<file path="config.mk">
export PLATFORM = sky130hd
export DESIGN_NAME = drp_register_port
export DESIGN_NICKNAME = d
export VERILOG_FILES = /design/src/drp_register_port.v
export VERILOG_INCLUDE_DIRS = /design/src
export SDC_FILE = /design/constraint.sdc
export NUM_CORES = 2
export LEC_CHECK = 0
export ABC_AREA = 1
export BUFFER_PORTS_ARGS = -buffer_cell sky130_fd_sc_hd__buf_2
export CORE_MARGIN = 2
export CORE_UTILIZATION = 45
export CTS_CLUSTER_DIAMETER = 100
export DETAILED_ROUTE_END_ITERATION = 10
export PLACE_DENSITY = 0.6
export SKIP_LAST_GASP = 1
export SLEW_MARGIN = 30
export SYNTH_ARGS = -nofsm -noshare
export SYNTH_HDL_FRONTEND = slang
export SYNTH_SLANG_ARGS = --single-unit
</file>
<file path="constraint.sdc">
create_clock -name clock -period 3.6 [get_ports clock]
set_input_delay 0 -clock clock [delete_from_list [all_inputs] [get_ports clock]]
set_output_delay 0 -clock clock [all_outputs]
set_load 0.1 [all_outputs]
</file>
<file path="src/drp_map.vh">
// constants for the display controller register read port
// Operation
// [RULE1] start, write address, subaddress, each acknowledged
// [RULE2] host writes direction 0, opens with start
// [RULE3] device acknowledges by pulling data low
// [RULE4] host ends low byte with nak, stop
// [RULE5] device naks acknowledge slots when in error
// [RULE6] version register 0x20 read only, always readable; the code naks reads of it like any access while in error
// [RULE7] immediate registers take writes at once
// [RULE8] vertical registers apply at next field
// [RULE9] horizontal registers apply at next line
// [RULE10] repeated start, read address, two bytes high first
// [RULE11] hold clock low while controller busy, bounded
// [RULE12] unused bits written and read as zero
// [RULE13] read subaddress value is hex 13
// [RULE14] two address bytes form index, high first
`ifndef DRP_MAP_VH
`define DRP_MAP_VH

// ----------------------------------------
// bus identity and subaddresses
// ----------------------------------------
`define DRP_DEV_ADDR 7'h45
`define DRP_SUB_READ 8'h13
`define DRP_SUB_WRITE 8'h12

// ----------------------------------------
// register bank shape and update classes
// ----------------------------------------
`define DRP_NUM_REGS 50
`define DRP_IDX_HORZ_B 6'h30
`define DRP_IDX_HORZ_C 6'h31

// ----------------------------------------
// stall timing
// ----------------------------------------
`define DRP_STALL_CYC 22'd2500000 // 20 ms of 8 ns clock cycles

// ----------------------------------------
// register addresses
// ----------------------------------------
`define DRP_A_FIRMWARE_VERSION 16'h0020
`define DRP_A_BEAM_CURRENT_CTRL 16'h0059
`define DRP_A_RED_CUTOFF_LEVEL 16'h006b
`define DRP_A_GREEN_CUTOFF_LEVEL 16'h006c
`define DRP_A_BLUE_CUTOFF_LEVEL 16'h006d
`define DRP_A_RED_WHITE_DRIVE 16'h006e
`define DRP_A_GREEN_WHITE_DRIVE 16'h006f
`define DRP_A_BLUE_WHITE_DRIVE 16'h0070
`define DRP_A_ANALOG_MEAS_CTRL 16'h0116
`define DRP_A_RED_CHANNEL_CTRL 16'h0117
`define DRP_A_GREEN_CHANNEL_CTRL 16'h011f
`define DRP_A_BLUE_CHANNEL_CTRL 16'h0127
`define DRP_A_SCALER_MODE_SELECT 16'h0131
`define DRP_A_LINE_FIFO_ACTIVE_LENGTH 16'h0132
`define DRP_A_COMPRESS_SCALER_COEFF 16'h0133
`define DRP_A_EXPAND_SCALER_COEFF 16'h0134
`define DRP_A_NONLINEAR_SCALING_COEFF 16'h0135
`define DRP_A_SCALER_A_WINDOW_1 16'h0136
`define DRP_A_SCALER_A_WINDOW_2 16'h0137
`define DRP_A_SCALER_A_WINDOW_3 16'h0138
`define DRP_A_SCALER_A_WINDOW_4 16'h0139
`define DRP_A_SCALER_A_WINDOW_5 16'h013a
`define DRP_A_SCALER_B_WINDOW_1 16'h013b
`define DRP_A_SCALER_B_WINDOW_2 16'h013c
`define DRP_A_SCALER_B_WINDOW_3 16'h013d
`define DRP_A_SCALER_B_WINDOW_4 16'h013e
`define DRP_A_SCALER_B_WINDOW_5 16'h013f
`define DRP_A_LUMA_TRANSIENT_CTRL 16'h014a
`define DRP_A_LUMA_FILTER_SELECT 16'h014b
`define DRP_A_LUMA_TRANSIENT_MIX_A 16'h014e
`define DRP_A_BLUE_TONE_CURVE 16'h014f
`define DRP_A_LUMA_TRANSIENT_MIX_B 16'h0152
`define DRP_A_GREEN_TONE_CURVE 16'h0153
`define DRP_A_PICTURE_FRAME_GEN_CTRL 16'h0154
`define DRP_A_RED_TONE_CURVE 16'h0157
`define DRP_A_PEAKING_BAND_CTRL 16'h0158
`define DRP_A_BRIGHTNESS_MODE 16'h015a
`define DRP_A_VELOCITY_MOD_CTRL_B 16'h015b
`define DRP_A_TRANSIENT_LIMIT 16'h015c
`define DRP_A_VELOCITY_MOD_LIMIT 16'h015f
`define DRP_A_VERTICAL_BLANK_STOP 16'h0160
`define DRP_A_VERTICAL_BLANK_START 16'h0164
`define DRP_A_VELOCITY_MOD_CTRL_A 16'h0167
`define DRP_A_FRAME_GEN_VERTICAL_END 16'h0168
`define DRP_A_PEAKING_CTRL_A 16'h016a
`define DRP_A_CHROMA_TRANSIENT_CTRL 16'h016b
`define DRP_A_FRAME_GEN_VERTICAL_BEGIN 16'h016c
`define DRP_A_PEAKING_CTRL_B 16'h016e
`define DRP_A_DEFLECTION_PARAM_B 16'h0183
`define DRP_A_DEFLECTION_PARAM_C 16'h0185

`endif

</file>
<file path="src/drp_register_port.v">
// serial register port of the display controller with staged register updates
`timescale 1ns/1ps
`include "drp_map.vh"

module drp_register_port #(
   parameter [15:0] FW_VERSION = 16'h0001, // arbitrary value
   parameter [21:0] STALL_CYC = `DRP_STALL_CYC
)(
   input wire clock,
   input wire rst,
   input wire scl_in,
   output wire scl_out,
   output reg scl_oe,
   input wire sda_in,
   output wire sda_out,
   output reg sda_oe,
   input wire ctrl_busy,
   input wire err_state,
   input wire line_start,
   input wire field_start,
   output wire [`DRP_NUM_REGS*16-1:0] active_regs
);

   // ----------------------------------------
   // states
   // ----------------------------------------
   localparam [3:0] ST_IDLE = 4'h0;
   localparam [3:0] ST_DEV = 4'h1;
   localparam [3:0] ST_SUB = 4'h2;
   localparam [3:0] ST_AHI = 4'h3;
   localparam [3:0] ST_ALO = 4'h4;
   localparam [3:0] ST_WHI = 4'h5;
   localparam [3:0] ST_WLO = 4'h6;
   localparam [3:0] ST_RHI = 4'h7;
   localparam [3:0] ST_RLO = 4'h8;
   localparam [3:0] ST_WAIT = 4'h9;

   // both lines are open drain: we only ever pull low
   assign scl_out = 1'b0;
   assign sda_out = 1'b0;

   // ----------------------------------------
   // pin synchronisers and edge detection
   // ----------------------------------------
   reg scl_m, scl_s, scl_d;
   reg sda_m, sda_s, sda_d;
   wire scl_rise;
   wire scl_fall;
   wire bus_start;
   wire bus_stop;

   // three flops per pin, edges compare the second and third stages
   always @(posedge clock) begin
      if (rst) begin
         scl_m <= 1'b1;
         scl_s <= 1'b1;
         scl_d <= 1'b1;
         sda_m <= 1'b1;
         sda_s <= 1'b1;
         sda_d <= 1'b1;
      end else begin
         scl_m <= scl_in;
         scl_s <= scl_m;
         scl_d <= scl_s;
         sda_m <= sda_in;
         sda_s <= sda_m;
         sda_d <= sda_s;
      end
   end

   assign scl_rise = scl_s & ~scl_d;
   assign scl_fall = ~scl_s & scl_d;
   assign bus_start = scl_s & scl_d & sda_d & ~sda_s; // [RULE2]
   assign bus_stop = scl_s & scl_d & ~sda_d & sda_s;

   // ----------------------------------------
   // address lookup
   // ----------------------------------------
   // returns {hit, index}; anything not in the bank misses
   function [6:0] drp_lookup;
      input [15:0] a;
      begin
         case (a)
            `DRP_A_FIRMWARE_VERSION: drp_lookup = {1'b1, 6'h00};
            `DRP_A_BEAM_CURRENT_CTRL: drp_lookup = {1'b1, 6'h01};
            `DRP_A_RED_CUTOFF_LEVEL: drp_lookup = {1'b1, 6'h02};
            `DRP_A_GREEN_CUTOFF_LEVEL: drp_lookup = {1'b1, 6'h03};
            `DRP_A_BLUE_CUTOFF_LEVEL: drp_lookup = {1'b1, 6'h04};
            `DRP_A_RED_WHITE_DRIVE: drp_lookup = {1'b1, 6'h05};
            `DRP_A_GREEN_WHITE_DRIVE: drp_lookup = {1'b1, 6'h06};
            `DRP_A_BLUE_WHITE_DRIVE: drp_lookup = {1'b1, 6'h07};
            `DRP_A_ANALOG_MEAS_CTRL: drp_lookup = {1'b1, 6'h08};
            `DRP_A_RED_CHANNEL_CTRL: drp_lookup = {1'b1, 6'h09};
            `DRP_A_GREEN_CHANNEL_CTRL: drp_lookup = {1'b1, 6'h0a};
            `DRP_A_BLUE_CHANNEL_CTRL: drp_lookup = {1'b1, 6'h0b};
            `DRP_A_SCALER_MODE_SELECT: drp_lookup = {1'b1, 6'h0c};
            `DRP_A_LINE_FIFO_ACTIVE_LENGTH: drp_lookup = {1'b1, 6'h0d};
            `DRP_A_COMPRESS_SCALER_COEFF: drp_lookup = {1'b1, 6'h0e};
            `DRP_A_EXPAND_SCALER_COEFF: drp_lookup = {1'b1, 6'h0f};
            `DRP_A_NONLINEAR_SCALING_COEFF: drp_lookup = {1'b1, 6'h10};
            `DRP_A_SCALER_A_WINDOW_1: drp_lookup = {1'b1, 6'h11};
            `DRP_A_SCALER_A_WINDOW_2: drp_lookup = {1'b1, 6'h12};
            `DRP_A_SCALER_A_WINDOW_3: drp_lookup = {1'b1, 6'h13};
            `DRP_A_SCALER_A_WINDOW_4: drp_lookup = {1'b1, 6'h14};
            `DRP_A_SCALER_A_WINDOW_5: drp_lookup = {1'b1, 6'h15};
            `DRP_A_SCALER_B_WINDOW_1: drp_lookup = {1'b1, 6'h16};
            `DRP_A_SCALER_B_WINDOW_2: drp_lookup = {1'b1, 6'h17};
            `DRP_A_SCALER_B_WINDOW_3: drp_lookup = {1'b1, 6'h18};
            `DRP_A_SCALER_B_WINDOW_4: drp_lookup = {1'b1, 6'h19};
            `DRP_A_SCALER_B_WINDOW_5: drp_lookup = {1'b1, 6'h1a};
            `DRP_A_LUMA_TRANSIENT_CTRL: drp_lookup = {1'b1, 6'h1b};
            `DRP_A_LUMA_FILTER_SELECT: drp_lookup = {1'b1, 6'h1c};
            `DRP_A_LUMA_TRANSIENT_MIX_A: drp_lookup = {1'b1, 6'h1d};
            `DRP_A_BLUE_TONE_CURVE: drp_lookup = {1'b1, 6'h1e};
            `DRP_A_LUMA_TRANSIENT_MIX_B: drp_lookup = {1'b1, 6'h1f};
            `DRP_A_GREEN_TONE_CURVE: drp_lookup = {1'b1, 6'h20};
            `DRP_A_PICTURE_FRAME_GEN_CTRL: drp_lookup = {1'b1, 6'h21};
            `DRP_A_RED_TONE_CURVE: drp_lookup = {1'b1, 6'h22};
            `DRP_A_PEAKING_BAND_CTRL: drp_lookup = {1'b1, 6'h23};
            `DRP_A_BRIGHTNESS_MODE: drp_lookup = {1'b1, 6'h24};
            `DRP_A_VELOCITY_MOD_CTRL_B: drp_lookup = {1'b1, 6'h25};
            `DRP_A_TRANSIENT_LIMIT: drp_lookup = {1'b1, 6'h26};
            `DRP_A_VELOCITY_MOD_LIMIT: drp_lookup = {1'b1, 6'h27};
            `DRP_A_VERTICAL_BLANK_STOP: drp_lookup = {1'b1, 6'h28};
            `DRP_A_VERTICAL_BLANK_START: drp_lookup = {1'b1, 6'h29};
            `DRP_A_VELOCITY_MOD_CTRL_A: drp_lookup = {1'b1, 6'h2a};
            `DRP_A_FRAME_GEN_VERTICAL_END: drp_lookup = {1'b1, 6'h2b};
            `DRP_A_PEAKING_CTRL_A: drp_lookup = {1'b1, 6'h2c};
            `DRP_A_CHROMA_TRANSIENT_CTRL: drp_lookup = {1'b1, 6'h2d};
            `DRP_A_FRAME_GEN_VERTICAL_BEGIN: drp_lookup = {1'b1, 6'h2e};
            `DRP_A_PEAKING_CTRL_B: drp_lookup = {1'b1, 6'h2f};
            `DRP_A_DEFLECTION_PARAM_B: drp_lookup = {1'b1, `DRP_IDX_HORZ_B};
            `DRP_A_DEFLECTION_PARAM_C: drp_lookup = {1'b1, `DRP_IDX_HORZ_C};
            default: drp_lookup = 7'h00;
         endcase
      end
   endfunction

   // ----------------------------------------
   // protocol engine
   // ----------------------------------------
   reg [3:0] state;
   reg [3:0] bitcnt;
   reg [7:0] shreg;
   reg [7:0] tx_sh;
   reg ack_phase;
   reg drove_ack;
   reg mack;
   reg sub_read;
   reg rd_ready;
   reg [15:0] addr;
   reg [7:0] wd_hi;
   reg [15:0] rdata;
   reg wr_en;
   reg [5:0] wr_idx;
   reg [15:0] wr_data;
   reg [21:0] stall_cnt;
   wire [`DRP_NUM_REGS*16-1:0] pend_flat;
   wire [6:0] hit;
   wire [15:0] full_addr;
   wire ack_ok;
   wire [6:0] wr_hit;

   assign full_addr = {addr[15:8], shreg}; // [RULE14]
   assign hit = drp_lookup(full_addr); // [RULE14]
   assign ack_ok = ~err_state; // [RULE5]
   assign wr_hit = drp_lookup(addr); // [RULE14]

   // one process owns all bus-facing state; edges come from the synced pins
   always @(posedge clock) begin
      if (rst) begin
         state <= ST_IDLE;
         bitcnt <= 4'h0;
         shreg <= 8'h00;
         tx_sh <= 8'h00;
         ack_phase <= 1'b0;
         drove_ack <= 1'b0;
         mack <= 1'b1;
         sub_read <= 1'b0;
         rd_ready <= 1'b0;
         addr <= 16'h0000;
         wd_hi <= 8'h00;
         rdata <= 16'h0000;
         wr_en <= 1'b0;
         wr_idx <= 6'h00;
         wr_data <= 16'h0000;
         sda_oe <= 1'b0;
         scl_oe <= 1'b0;
         stall_cnt <= 22'h000000;
      end else begin
         wr_en <= 1'b0;
         // stretching: release when controller frees up or the bound runs out
         if (scl_oe) begin
            if (!ctrl_busy || stall_cnt == STALL_CYC - 22'h000001) begin
               scl_oe <= 1'b0; // [RULE11]
            end
            stall_cnt <= stall_cnt + 22'h000001;
         end
         if (bus_start) begin
            // a repeated start keeps rd_ready so the data phase can follow
            state <= ST_DEV; // [RULE10]
            bitcnt <= 4'h0;
            ack_phase <= 1'b0;
            sda_oe <= 1'b0;
         end else if (bus_stop) begin
            state <= ST_IDLE;
            rd_ready <= 1'b0;
            ack_phase <= 1'b0;
            sda_oe <= 1'b0;
         end else if (state == ST_RHI || state == ST_RLO) begin
            // transmit side: bits change on the falling clock
            if (ack_phase && scl_rise) begin
               mack <= sda_s;
            end else if (scl_fall && ack_phase) begin
               ack_phase <= 1'b0;
               drove_ack <= 1'b0;
               if (drove_ack) begin
                  // our own ack of the read address closes: high byte starts here
                  sda_oe <= ~rdata[15]; // [RULE10]
                  tx_sh <= {rdata[14:8], 1'b0};
                  bitcnt <= 4'h1;
               end else if (state == ST_RHI && !mack) begin
                  state <= ST_RLO; // [RULE10]
                  sda_oe <= ~rdata[7];
                  tx_sh <= {rdata[6:0], 1'b0};
                  bitcnt <= 4'h1;
               end else begin
                  state <= ST_WAIT; // [RULE4]
               end
            end else if (scl_fall && bitcnt == 4'h8) begin
               sda_oe <= 1'b0;
               ack_phase <= 1'b1;
            end else if (scl_fall) begin
               sda_oe <= ~tx_sh[7];
               tx_sh <= {tx_sh[6:0], 1'b0};
               bitcnt <= bitcnt + 4'h1;
            end
         end else if (state != ST_IDLE && state != ST_WAIT) begin
            // receive side: sample on rise, decide after the eighth bit
            if (scl_rise && !ack_phase) begin
               shreg <= {shreg[6:0], sda_s};
               bitcnt <= bitcnt + 4'h1;
            end else if (scl_fall && ack_phase) begin
               ack_phase <= 1'b0;
               bitcnt <= 4'h0;
               sda_oe <= 1'b0;
               if (drove_ack && ctrl_busy) begin
                  scl_oe <= 1'b1; // [RULE11]
                  stall_cnt <= 22'h000000;
               end
            end else if (scl_fall && bitcnt == 4'h8) begin
               ack_phase <= 1'b1;
               drove_ack <= 1'b0;
               case (state)
                  ST_DEV: begin
                     if (shreg[7:1] != `DRP_DEV_ADDR) begin
                        state <= ST_WAIT;
                     end else if (!ack_ok) begin
                        state <= ST_WAIT; // [RULE5]
                     end else if (!shreg[0]) begin
                        sda_oe <= 1'b1; // [RULE1] [RULE3]
                        drove_ack <= 1'b1;
                        rd_ready <= 1'b0;
                        state <= ST_SUB;
                     end else if (rd_ready) begin
                        sda_oe <= 1'b1; // [RULE10]
                        drove_ack <= 1'b1;
                        state <= ST_RHI;
                     end else begin
                        state <= ST_WAIT;
                     end
                  end
                  ST_SUB: begin
                     if (ack_ok && (shreg == `DRP_SUB_READ || shreg == `DRP_SUB_WRITE)) begin
                        sub_read <= (shreg == `DRP_SUB_READ); // [RULE13]
                        sda_oe <= 1'b1; // [RULE1] [RULE3]
                        drove_ack <= 1'b1;
                        state <= ST_AHI;
                     end else begin
                        state <= ST_WAIT; // [RULE5]
                     end
                  end
                  ST_AHI: begin
                     addr[15:8] <= shreg; // [RULE14]
                     sda_oe <= ack_ok; // [RULE3] [RULE5]
                     drove_ack <= ack_ok;
                     state <= ack_ok ? ST_ALO : ST_WAIT;
                  end
                  ST_ALO: begin
                     addr[7:0] <= shreg; // [RULE14]
                     sda_oe <= ack_ok; // [RULE3] [RULE5]
                     drove_ack <= ack_ok;
                     // unmapped addresses read back as zero
                     rdata <= hit[6] ? pend_flat[{hit[5:0], 4'h0} +: 16] : 16'h0000; // [RULE6] [RULE12]
                     rd_ready <= sub_read & ack_ok;
                     if (!ack_ok) begin
                        state <= ST_WAIT;
                     end else if (sub_read) begin
                        state <= ST_WAIT; // [RULE10]
                     end else begin
                        state <= ST_WHI;
                     end
                  end
                  ST_WHI: begin
                     wd_hi <= shreg;
                     sda_oe <= ack_ok;
                     drove_ack <= ack_ok;
                     state <= ack_ok ? ST_WLO : ST_WAIT;
                  end
                  ST_WLO: begin
                     sda_oe <= ack_ok;
                     drove_ack <= ack_ok;
                     wr_idx <= wr_hit[5:0];
                     wr_en <= ack_ok & wr_hit[6];
                     wr_data <= {wd_hi, shreg};
                     state <= ST_WAIT;
                  end
                  default: begin
                     state <= ST_WAIT;
                  end
               endcase
            end
         end else if (state == ST_WAIT && scl_fall && ack_phase) begin
            // close the last ack slot, then ignore the bus until start or stop
            ack_phase <= 1'b0;
            sda_oe <= 1'b0;
            if (drove_ack && ctrl_busy) begin
               scl_oe <= 1'b1; // [RULE11]
               stall_cnt <= 22'h000000;
            end
         end
      end
   end

   // ----------------------------------------
   // register bank with staged update
   // ----------------------------------------
   // each entry holds a pending copy, readable over the bus, and an active
   // copy seen by the datapath; staging keeps a half-written setup from
   // reaching the picture mid line or mid field
   genvar gi;
   generate
      for (gi = 0; gi < `DRP_NUM_REGS; gi = gi + 1) begin : g_reg
         reg [15:0] pend;
         reg [15:0] act;
         wire sel;
         assign sel = wr_en && (wr_idx == gi);
         always @(posedge clock) begin
            if (rst) begin
               pend <= (gi == 0) ? FW_VERSION : 16'h0000;
               act <= (gi == 0) ? FW_VERSION : 16'h0000;
            end else if (gi == 0) begin
               pend <= FW_VERSION; // [RULE6]
               act <= FW_VERSION;
            end else if (gi == 1) begin
               if (sel) begin
                  pend <= wr_data;
                  act <= wr_data; // [RULE7]
               end
            end else if (gi == 48 || gi == 49) begin
               if (sel) begin
                  pend <= wr_data;
               end
               if (line_start) begin
                  act <= pend; // [RULE9]
               end
            end else begin
               if (sel) begin
                  pend <= wr_data;
               end
               if (field_start) begin
                  act <= pend; // [RULE8]
               end
            end
         end
         assign pend_flat[gi*16 +: 16] = pend;
         assign active_regs[gi*16 +: 16] = act;
      end
   endgenerate

endmodule

</file>
==> impl_results.md <==
* Core ar. at 149000 um^2
* Synth cell types at between 50 and 60
* Setup crit end kind: flop
* VDD IR max at roughly 0.00039 V
* Post-route cell area at a little over 80000 um^2
* Crit-path max cell delay at between 0.3 and 0.4 ns
* Worst-path clk slew at 0.06 ns
* WL per Instance at approximately 25 um
* Final antenna-violating net count at 0
* Final nets at about 10000
* Final setup fails at 0
* Max-slew violations at 0
* Io pins at approximately 810
* Gr usage total at 37.2%
* Register area share after synthesis at 49.5%
* Synth area leaders: dfxtp_1 50%, o21ai_0 13%, a21oi_1 8.6%, nor2_1 8.2%, nand2_1 5.1%
* Largest net degree at the start of global routing at 191
* Status: finished, final reports clean
* TritonCTS clock tree: built
* EDFF count, synth at 0
* Most Used Layer, Global Route: met2
* Min Tclk post-route at between 3 and 4 ns
* Die outline width at 392 um
* Worst-Margin Slew at between 1 and 1.5 ns
* Buffers on Ports at a little under 800
* Mapped Area at about 68000 um^2
* Residual DRC at 0
* CP most frequent cell: nand2_1
* Critical Path AT at about 4.2 ns
* Post-synth top area share at 49.5%
* Met2 Use GR at 56.4%
* Via count at approximately 70000
* Unrepaired setup endpoints after global routing: yes
* Final wirelength at between 200000 and 300000 um
* Commonest non-fill, non-tap cell in the layout: o21ai_0
* Filler instances at 14500
* Skew final at between 0.03 and 0.04 ns
* DRT iter0 DRCs at about 9300
* Synth Area per Inst at 7.37 um^2
* Worst Setup Start Kind: flop
* Worst-path fanout max at 12
* Die area at approximately 150000 um^2
* Most frequent cells in the layout: 1742 x o21ai_0, 1668 x dfxtp_1, 1409 x nor2_1
* Root buf cell: clkbuf_16
* First-pass GRT wire length at approximately 430000 um
* Leak at around 34 nW
* Met1 Usage GRT at about half
* F_max at between 200 and 300 MHz
* Hpwl dp at ~210000 um
* Grt total ovfl at 0
* Fin. Hold Viols at 0
* Max-cap violations at 0
* Crit path cell chain: buf_4 > nand2_1 > inv_1 > nand2_1 > inv_2 > nor2_1 > nand3_1 > nand2_4 > nand3_4 > buf_12 > buf_12 > buf_12 > buf_4 > nand2_1 > nand3_1 > nand3_1 > nand3_1 > nand2_1 > a21oi_1 > nand2_1 > a21oi_1
* Initial antenna violation count at 6
* H-tree levels at 4
* Setup_tns at 0 ns
* Crit path required time at around 4.3 ns
* M3 GR Usage at under 10%
* Crit path kind: reg -> reg
* Non-filler cells, final at 11900
* Post-synth ARST share at 0%
* Placed Area at roughly 75000 um^2
* Area leader, netlist: dfxtp_1
* Placed insts at 11500
* Vias in the first global route at 62800
* Die height at roughly 390 um
* Synth Register Bits at 1673
* Clk Latency, worst-skew pair at about 0.84 ns
* Layout area overhead at 19.6%
* Gpl congestion at around 1.0
* Drt first pass iters at 9
* Initial Utilization at 45.2%
* Slew headroom at between 30% and 40%
* HP Class: in -> reg
* Layout cells sized above 1 at between 10% and 20%
* Power Density at between 500 and 600 nW/um^2
* Final period util at 97.8%
* Crit path max-delay cell type: dfxtp_1
* CTS sink count at 1673
* Clock buffer depth at 3
* # rows at approximately 140
* Synth Flop Type: dfxtp_1
* Yosys warnings at 0
* Gate Count Post-Synth at just over 9000
* Via-per-instance ratio at around 5.8
* CTS Buf Count at between 150 and 200
## stage by stage
| step | power [mW] | setup slack (ns) | hold WS (ns) | utilization, % |
|---|---|---|---|---|
| 2_1_floorplan | 23.5 | 1.24 | 0.104 | - |
| 3_3_place_gp | 24.4 | -0.170 | 0.192 | 49.9 |
| 3_5_place_dp | 24.4 | -0.201 | 0.197 | 49.9 |
| 4_1_cts | 42.9 | -0.0341 | 0.201 | 54.0 |
| 5_1_grt | 43.8 | -0.0378 | 0.263 | 54.1 |
| 6_report | 42.8 | 0.0782 | 0.247 | 54.1 |
## path summary, 6_finish.rpt
path / startpoint / to / slack (ns) / cells past startpoint
hold / removal: field_start / g_reg[20].act[15] / 0.25 / 3
setup / recovery: shreg[1] / rdata[6] / 0.08 / 21
hold reg to reg: sda_m / sda_s / 0.41 / 1
setup reg to reg: shreg[1] / rdata[6] / 0.08 / 21
## worst max-delay path: cells and delay by family (launching register included)
kind	cells	cell delay (ns)
compound gates	2	0.13
simple gates	12	1.86
buf+inv	7	1.02
flops	1	0.33
## flip-flops by register name, summed over array words and instances (netlist names), 6 cells and up
signal,cells
shreg,8
wr_data,16
wd_hi,8
g.pend,768
rdata,16
addr,16
stall_cnt,22
wr_idx,6
g.act,784
tx_sh,7
## synth_stat cells, types with 4 or more instances
cell	instances
a211oi_1	14
a21oi_1	1162
a21oi_2	5
a31oi_1	15
a41oi_1	4
buf_1	12
buf_2	148
buf_4	37
buf_6	4
clkbuf_1	632
dfxtp_1	1673
inv_1	400
inv_2	25
nand2_1	918
nand2_2	5
nand3_1	462
nand4_1	282
nor2_1	1469
nor2_2	13
nor3_1	38
nor3b_1	5
nor4_1	10
o211ai_1	8
o21ai_0	1747
o21ai_1	24
o31ai_1	5
or2_2	9
xnor2_1	5
xor2_1	11
## cell families (layout without fill, tap and decap cells)
| logic type | Yosys count | after routing | share of synthesized area (%) |
|---|---|---|---|
| XOR/XNOR | 16 | 16 | 0.207 |
| flip-flops | 1673 | 1673 | 49.5 |
| buffers and inverters | 1262 | 1931 | 7.54 |
| adder cells (fa/ha/maj) | 3 | 3 | 0.0555 |
| AO/OA/AOI/OAI | 2997 | 2997 | 22.4 |
| other | 2 | 21 | 0.0111 |
| multiplexers | 1 | 1 | 0.0148 |
| AND/OR/NAND/NOR | 3223 | 3223 | 20.2 |
## metal layers
metal	vias up	wire length (um)
met5	-	35
met4	6	17500
met3	675	27000
met2	3796	131000
met1	33000	123000
li1	32000	-
## final cells by class
type	instances	area, um^2	share of cell area, %
diodes	3	7.51	0.00929
clock buffers	252	5070	6.27
clock inverters	67	848	1.05
flip-flops and latches	1673	33500	41.4
inverters	428	1650	2.04
repair buffers	1184	7920	9.80
well taps	2016	2520	3.12
multi-input cells	6258	29300	36.3
## timing repair
| item | 4_1_cts | 5_1_grt |
|---|---|---|
| pin swaps | 2 | 4 |
| resized for setup | 8 | 28 |
| cloned | 0 | 2 |
| endpoints found under the hold margin | 254 | 0 |
| endpoints found under the setup margin | 8 | 16 |
| hold buffers | 13 | 0 |
| buffers inserted | 4 | 4 |
## power breakdown
group / switching [mW] / total, mW / leakage, nW / internal (mW)
sequential: 0.290 / 19.2 / 13.6 / 18.9
clock: 7.95 / 18.7 / 2.90 / 10.7
combinational: 4.22 / 4.85 / 17.9 / 0.633
(Power assumes the default switching activity.)
